[src/gpio_defs.svh]
// Register offsets, widths and reset values for the GPIO block
`ifndef GPIO_DEFS_SVH
`define GPIO_DEFS_SVH

`define GPIO_ADDR_W 12
`define GPIO_DATA_W 8
`define PORT9_W 5
`define PORTB_W 8

`define PORTB_OUTPUT_LATCH_OFS 12'h00b
`define PORT9_PIN_READBACK_OFS 12'h016
`define PORTB_PIN_READBACK_OFS 12'h018
`define PORTB_DIRECTION_OFS 12'hf25
`define PORT9_PULLUP_ENABLE_OFS 12'hf30

`define PORTB_OUTPUT_LATCH_RST 8'h00
`define PORTB_DIRECTION_RST 8'h00
`define PORT9_PULLUP_ENABLE_RST 5'h00

`endif

[src/gpio_pkg.sv]
// Shared types for the GPIO block
`include "gpio_defs.svh"
package gpio_pkg;
	// One register data word
	typedef logic [`GPIO_DATA_W-1:0] data_t;
	// One register address
	typedef logic [`GPIO_ADDR_W-1:0] addr_t;
endpackage : gpio_pkg

[src/gpio_pullup_readback_portb.sv]
// GPIO logic: 5-bit port pull-ups and readback, full 8-bit second port
`timescale 1ns/1ps
`include "gpio_defs.svh"
module gpio_pullup_readback_portb (
	// Clock and reset
	input wire logic i_clk,
	input wire logic i_reset,
	// Register port
	input wire gpio_pkg::addr_t i_addr,
	input wire gpio_pkg::data_t i_wdata,
	input wire logic i_wr,
	input wire logic i_rd,
	output gpio_pkg::data_t o_rdata,
	// 5-bit port mode, from its own registers elsewhere
	input wire logic [`PORT9_W-1:0] i_port9_direction,
	input wire logic [`PORT9_W-1:0] i_port9_output_type,
	// 5-bit port pins
	input wire logic [`PORT9_W-1:0] i_port9_pin,
	output logic [`PORT9_W-1:0] o_port9_pullup_on,
	// Second port output type (no register of its own)
	input wire logic [`PORTB_W-1:0] i_portb_output_type,
	// Second port pins
	input wire logic [`PORTB_W-1:0] i_portb_pin,
	output logic [`PORTB_W-1:0] o_portb_pin,
	output logic [`PORTB_W-1:0] o_portb_pin_oe
);
	logic [`PORTB_W-1:0] portb_output_latch_q; // Second port latch
	logic [`PORTB_W-1:0] portb_output_latch_d;
	logic [`PORTB_W-1:0] portb_direction_q; // 1 = output
	logic [`PORTB_W-1:0] portb_direction_d;
	logic [`PORT9_W-1:0] port9_pullup_enable_q; // Pull-up request
	logic [`PORT9_W-1:0] port9_pullup_enable_d;
	gpio_pkg::data_t rdata_q; // Read data, one cycle after strobe
	gpio_pkg::data_t rdata_d;
	logic [`PORT9_W-1:0] port9_readback; // Gated 5-bit pin levels
	logic [`PORTB_W-1:0] portb_readback; // Gated 8-bit pin levels

	// Widen a 5-bit field to a data word, upper bits zero
	function automatic gpio_pkg::data_t pad5(
		input logic [`PORT9_W-1:0] v);
		pad5 = {{(`GPIO_DATA_W-`PORT9_W){1'b0}}, v};
	endfunction : pad5

	// 5-bit port readback, direction and type gated
	pin_readback #(.W(`PORT9_W)) u_port9_rb (
		.i_clk(i_clk),
		.i_reset(i_reset),
		.i_pin(i_port9_pin),
		.i_direction(i_port9_direction),
		.i_output_type(i_port9_output_type),
		.o_readback(port9_readback)
	);

	// Second port readback, same gating per bit
	pin_readback #(.W(`PORTB_W)) u_portb_rb (
		.i_clk(i_clk),
		.i_reset(i_reset),
		.i_pin(i_portb_pin),
		.i_direction(portb_direction_q),
		.i_output_type(i_portb_output_type),
		.o_readback(portb_readback)
	);

	// Register writes; writes to other addresses are ignored
	always_comb begin
		portb_output_latch_d = portb_output_latch_q;
		portb_direction_d = portb_direction_q;
		port9_pullup_enable_d = port9_pullup_enable_q;
		if (i_wr) begin
			case (i_addr)
				`PORTB_OUTPUT_LATCH_OFS: begin
					portb_output_latch_d = i_wdata;
				end
				`PORTB_DIRECTION_OFS: begin
					portb_direction_d = i_wdata;
				end
				`PORT9_PULLUP_ENABLE_OFS: begin
					// Upper bits dropped on purpose
					port9_pullup_enable_d = i_wdata[`PORT9_W-1:0];
				end
				default: begin
					// Unmapped: nothing changes
				end
			endcase
		end
	end

	// Register reads; the answer is held for exactly one cycle
	always_comb begin
		rdata_d = '0;
		if (i_rd) begin
			case (i_addr)
				`PORTB_OUTPUT_LATCH_OFS: begin
					rdata_d = portb_output_latch_q;
				end
				`PORTB_DIRECTION_OFS: begin
					rdata_d = portb_direction_q;
				end
				`PORT9_PULLUP_ENABLE_OFS: begin
					rdata_d = pad5(port9_pullup_enable_q);
				end
				`PORT9_PIN_READBACK_OFS: begin
					rdata_d = pad5(port9_readback);
				end
				`PORTB_PIN_READBACK_OFS: begin
					rdata_d = portb_readback;
				end
				default: begin
					// Unmapped reads answer zero
					rdata_d = '0;
				end
			endcase
		end
	end

	// State registers
	always_ff @(posedge i_clk or posedge i_reset) begin
		if (i_reset) begin
			portb_output_latch_q <= `PORTB_OUTPUT_LATCH_RST;
			portb_direction_q <= `PORTB_DIRECTION_RST;
			port9_pullup_enable_q <= `PORT9_PULLUP_ENABLE_RST;
			rdata_q <= '0;
		end else begin
			portb_output_latch_q <= portb_output_latch_d;
			portb_direction_q <= portb_direction_d;
			port9_pullup_enable_q <= port9_pullup_enable_d;
			rdata_q <= rdata_d;
		end
	end

	assign o_rdata = rdata_q;

	// Pull-up only where the pin is input or open drain; a push-pull
	// output would just fight its own resistor and waste current
	assign o_port9_pullup_on = port9_pullup_enable_q
		& (~i_port9_direction | i_port9_output_type);

	// Each bit drives its latch level when an output; open drain
	// releases the pin on a 1 so the external pull-up sets the high
	assign o_portb_pin = portb_output_latch_q;
	assign o_portb_pin_oe = portb_direction_q
		& (~i_portb_output_type | ~portb_output_latch_q);
endmodule : gpio_pullup_readback_portb

[src/pin_readback.sv]
// Pin synchroniser and direction-gated readback for one port
`timescale 1ns/1ps
module pin_readback #(
	parameter int W = 8
) (
	// Clock and reset
	input wire logic i_clk,
	input wire logic i_reset,
	// Raw pins and port mode
	input wire logic [W-1:0] i_pin,
	input wire logic [W-1:0] i_direction,
	input wire logic [W-1:0] i_output_type,
	// Gated, synchronised pin levels
	output logic [W-1:0] o_readback
);
	logic [W-1:0] meta_q; // First stage, read only by the second
	logic [W-1:0] meta_d;
	logic [W-1:0] sync_q; // Second stage, safe to use
	logic [W-1:0] sync_d;

	// Pass-through: pins are outside this clock domain
	always_comb begin
		meta_d = i_pin;
		sync_d = meta_q;
	end

	// Two-flop synchroniser
	always_ff @(posedge i_clk or posedge i_reset) begin
		if (i_reset) begin
			meta_q <= '0;
			sync_q <= '0;
		end else begin
			meta_q <= meta_d;
			sync_q <= sync_d;
		end
	end

	// Push-pull outputs read zero; inputs and open drain show the pin
	assign o_readback = sync_q & (~i_direction | i_output_type);
endmodule : pin_readback
[config.mk]
export PLATFORM = sky130hd
export DESIGN_NAME = gpio_pullup_readback_portb
export DESIGN_NICKNAME = d
export VERILOG_FILES = /design/src/gpio_pkg.sv /design/src/gpio_pullup_readback_portb.sv /design/src/pin_readback.sv
export VERILOG_INCLUDE_DIRS = /design/src /design/src/src
export SDC_FILE = /design/constraint.sdc
export NUM_CORES = 1
export LEC_CHECK = 0
export ABC_AREA = 0
export BUFFER_PORTS_ARGS = -buffer_cell sky130_fd_sc_hd__buf_2
export CAP_MARGIN = 0
export CORE_AREA = 5 5 79 74
export CTS_CLUSTER_DIAMETER = 100
export DETAILED_ROUTE_END_ITERATION = 7
export DIE_AREA = 0 0 84 79
export GPL_TIMING_DRIVEN = 0
export PLACE_DENSITY = 0.88
export SETUP_SLACK_MARGIN = 0.4
export SYNTH_ARGS = -nofsm -noshare
export SYNTH_HDL_FRONTEND = slang
export SYNTH_SLANG_ARGS = --single-unit
[constraint.sdc]
create_clock -name i_clk -period 1.7 [get_ports i_clk]
set_input_delay 0 -clock i_clk [delete_from_list [all_inputs] [get_ports i_clk]]
set_output_delay 0 -clock i_clk [all_outputs]
set_load 0.02 [all_outputs]
==> impl_results.md <==
* Status: complete, but fails checks
* Failing checks: hold timing
* Final nets at between 300 and 400
* Fmax at 806 MHz
* XOR/XNOR share of the synthesized area at 0%
* Final GP Congestion at ~0.81
* Area share of the largest cell type after synthesis at 60.7%
* Post-layout util at a little over three fifths
* CP Launch Type: input port
* Post-synth cell types at 30
* Synthesized netlist cell count at 179
* Minimum clock period at approximately 1.2 ns
* Worst Path Max Fanout at 4
* R2R Setup Slk at 0.63 ns
* #FFs+latches synth at 55
* Worst path arrival time at roughly 1.4 ns
* Max VDD drop at a little under 0.0005 V
* Max clock buf depth at 2
* DR vias/cell at between 5 and 6
* Fin crit share at between 70% and 80%
* Clock sinks at 55
* Leakage power at 1.54 nW
* Layout-stage area growth over the synthesis result at 39.7%
* Post-synthesis simple-gate area fraction at about 14%
* Post-Syn Area at 2270 um2
* Unrepaired setup endpoints after global routing: no
* PortBufs at 81
* Max incr delay on CP at ~0.37 ns
* Final HPWL DP at between 4000 and 5000 um
* Slew HR at a little under a quarter
* FF-to-FF path depth at 5
* CTS tree: built
* Post-DR wirelength/cell at roughly 16 um
* Adder-cell area share of the yosys netlist at 0%
* DR iter-0 viols at approximately 110
* Worst skew pair latency at approximately 0.30 ns
* Share of cells above drive strength 1 at about 44%
* Main synth FF type: dfrtp_1
* Slew @ Worst Pin at between 1 and 1.5 ns
* Ranking of synthesized cells by area: dfrtp_1 61%, mux2_2 10%, nand2_1 3.5%
* Fin. max-slew vios at 0
* WHS at -0.0378 ns
* Design Power at 2.43 mW
* Crit Path Class: input port to flop
* Setup TNS at 0 ns
* Number of global-route vias before repair at about 2000
* Reg2reg start: portb_direction_q[0]
* TritonCTS Buffers at 5
* Die ar. at 6640 um2
* Diode count at 0
* Ys Warns at 0
* Core Footprint at around 5000 um2
* Post-synth EDFFs at 0
* Average size of a mapped cell at 12.7 um2
* Critical Path RT at approximately 1.9 ns
* Drt total wl at ~5900 um
* Register area share after synthesis at about three fifths
* Critical Path End Type: flop
* Hold Vio Cnt, Final at between 50 and 60
* Global-route wire length before repair at 9850 um
* Chip width at ~84 um
* Most numerous cell on the critical path: nor4_4
* DR DRC count at 0
* DRT Pass-1 Iters at 4
* Reg2Reg Capture Point: o_rdata[0]
* CTS H-tree depth at 2
* Maxcap violations at 0
* Slowest-stage cell, CP: nor4_4
* Mux contribution to synthesized area at between 10% and 20%
* Synthesized Nets at roughly 230
* Compound-gate portion of the synthesized area at 12.0%
* Largest net degree at the start of global routing at 56
* Clk slew on worst S/H paths at about 0.09 ns
* CP Cell Sequence: buf_2 -> nor4_4 -> nand3_4 -> nor4_4 -> buf_4 -> mux2_2
* Worst Hold Class: input port to asynchronous set/reset pin
* Initial antenna violation count at 0
* I/O Pins at 84
* Row count at 25
* Routed Antenna Nets at 0
* Async SR Flop Fraction at 100%
* Layout filler cell count at 400
* Die height at between 70 and 80 um
* Clock Root Buffer: clkbuf_8
* Power Density at roughly 770 nW/um2
* Effective utilization at floorplan at about 45%
* Largest family of logic cells by synthesized area: simple AND/OR/NAND/NOR gates
* Finish-stage setup viols at 0
* Global Route Usage Sum at a little under a fifth
* GRT overflow at 0
* Cell taking the most area after synthesis: dfrtp_1
* Total vias in the final route at roughly 1900
* Clk_skew at between 0.004 and 0.005 ns
==> flip-flops by register name, summed over array words and instances (netlist names) <==
name,flops
u_port9_rb.meta_q,5
u_portb_rb.meta_q,8
o_rdata,8
u_portb_rb.sync_q,8
port9_pullup_enable_q,5
u_port9_rb.sync_q,5
portb_direction_q,8
o_portb_pin,8
==> metrics by stage <==
step,hold WS (ns),instance area (um2),cells,setup slack [ns]
floorplan,0.0314,2280,179,0.0814
global placement,0.107,2770,327,-0.673
detailed placement,0.109,2770,327,-0.618
CTS,0.00201,3140,361,0.401
global route,0.0582,3170,362,0.401
finish,-0.0378,3170,362,0.459
==> area by class of cell <==
class | count | area (um2) | area share [%]
sequential | 55 | 1380 | 43.4
timing repair buffer | 108 | 661 | 20.8
clock inverter | 2 | 35.0 | 1.11
inverter | 11 | 45.0 | 1.42
tap | 67 | 83.8 | 2.65
multi-input combinational | 110 | 870 | 27.4
clock buffer | 6 | 82.6 | 2.61
buffer | 3 | 16.3 | 0.513
==> timing repair <==
item / in CTS / in global routing
pin swaps: 4 / 2
endpoints found under the setup margin: 29 / 24
buffers inserted: 5 / 1
endpoints found under the hold margin: 34 / 0
gates resized for setup: 4 / 4
hold buffers: 21 / 0
==> worst max path at each step <==
stage	start	endpoint	slack [ns]	cells after the start
final	i_addr[5]	o_portb_pin[2]	0.46	6
after global routing	i_addr[5]	o_portb_pin[4]	0.40	6
after CTS	i_addr[0]	portb_direction_q[2]	0.40	6
after detailed placement	i_addr[5]	o_portb_pin[5]	-0.62	5
after global placement	i_addr[5]	o_portb_pin[0]	-0.67	5
after floorplan	i_addr[5]	o_portb_pin[0]	0.08	4
==> cell usage in the layout (no fill, tap or decap), types with 3 or more instances in the layout <==
master         count
a21oi_1           11
a22oi_1            5
and2_1             5
buf_2             81
buf_4              7
clkbuf_8           6
dfrtp_1           55
dlygate4sd3_1     21
inv_1             10
mux2_2            21
nand2_1           19
nand2b_1           5
nor2b_1            3
o2111ai_1          8
o221ai_1           5
o32ai_1            7
==> worst max-delay path, delay by kind of cell <==
| kind | cells | cell delay [ns] |
|---|---|---|
| AND/OR/NAND/NOR | 3 | 0.78 |
| multiplexers | 1 | 0.34 |
| buffers and inverters | 2 | 0.31 |
==> synthesized netlist by cell type (2+ instances only) <==
cell type	count
nor2_1	2
mux2_2	21
nor2b_1	3
o2111ai_1	8
nor3_1	3
a21oi_1	11
and2_1	5
inv_1	11
o32ai_1	7
nand2b_1	5
nor4_4	2
nand2_1	21
a22oi_1	5
o221ai_1	5
dfrtp_1	55
==> per-layer routing <==
| metal | vias to the layer above | routed length [um] | track usage, % | share of wire, % |
|---|---|---|---|---|
| li1 | 887 | - | - | - |
| met1 | 935 | 2450 | 23.9 | 42 |
| met2 | 78 | 2940 | 31.8 | 50 |
| met3 | 10 | 420 | 4.98 | 7.1 |
| met4 | 0 | 76 | 4.98 | 1.3 |
| met5 | - | 0 | 0 | 0 |
==> kinds of logic (layout without fill, tap and decap cells) <==
logic type	count (synthesis)	count (layout)
compound gates	37	37
flops	55	55
buf+inv	14	130
mux	21	21
simple gates	52	52
==> report_power, final <==
part	switching [mW]	leakage, nW	internal [mW]
combinational	0.107	0.766	0.0999
sequential	0.0105	0.708	1.34
clock	0.400	0.0612	0.477
total	0.517	1.54	1.92
Note: power is estimated with default switching activity, not from simulation.
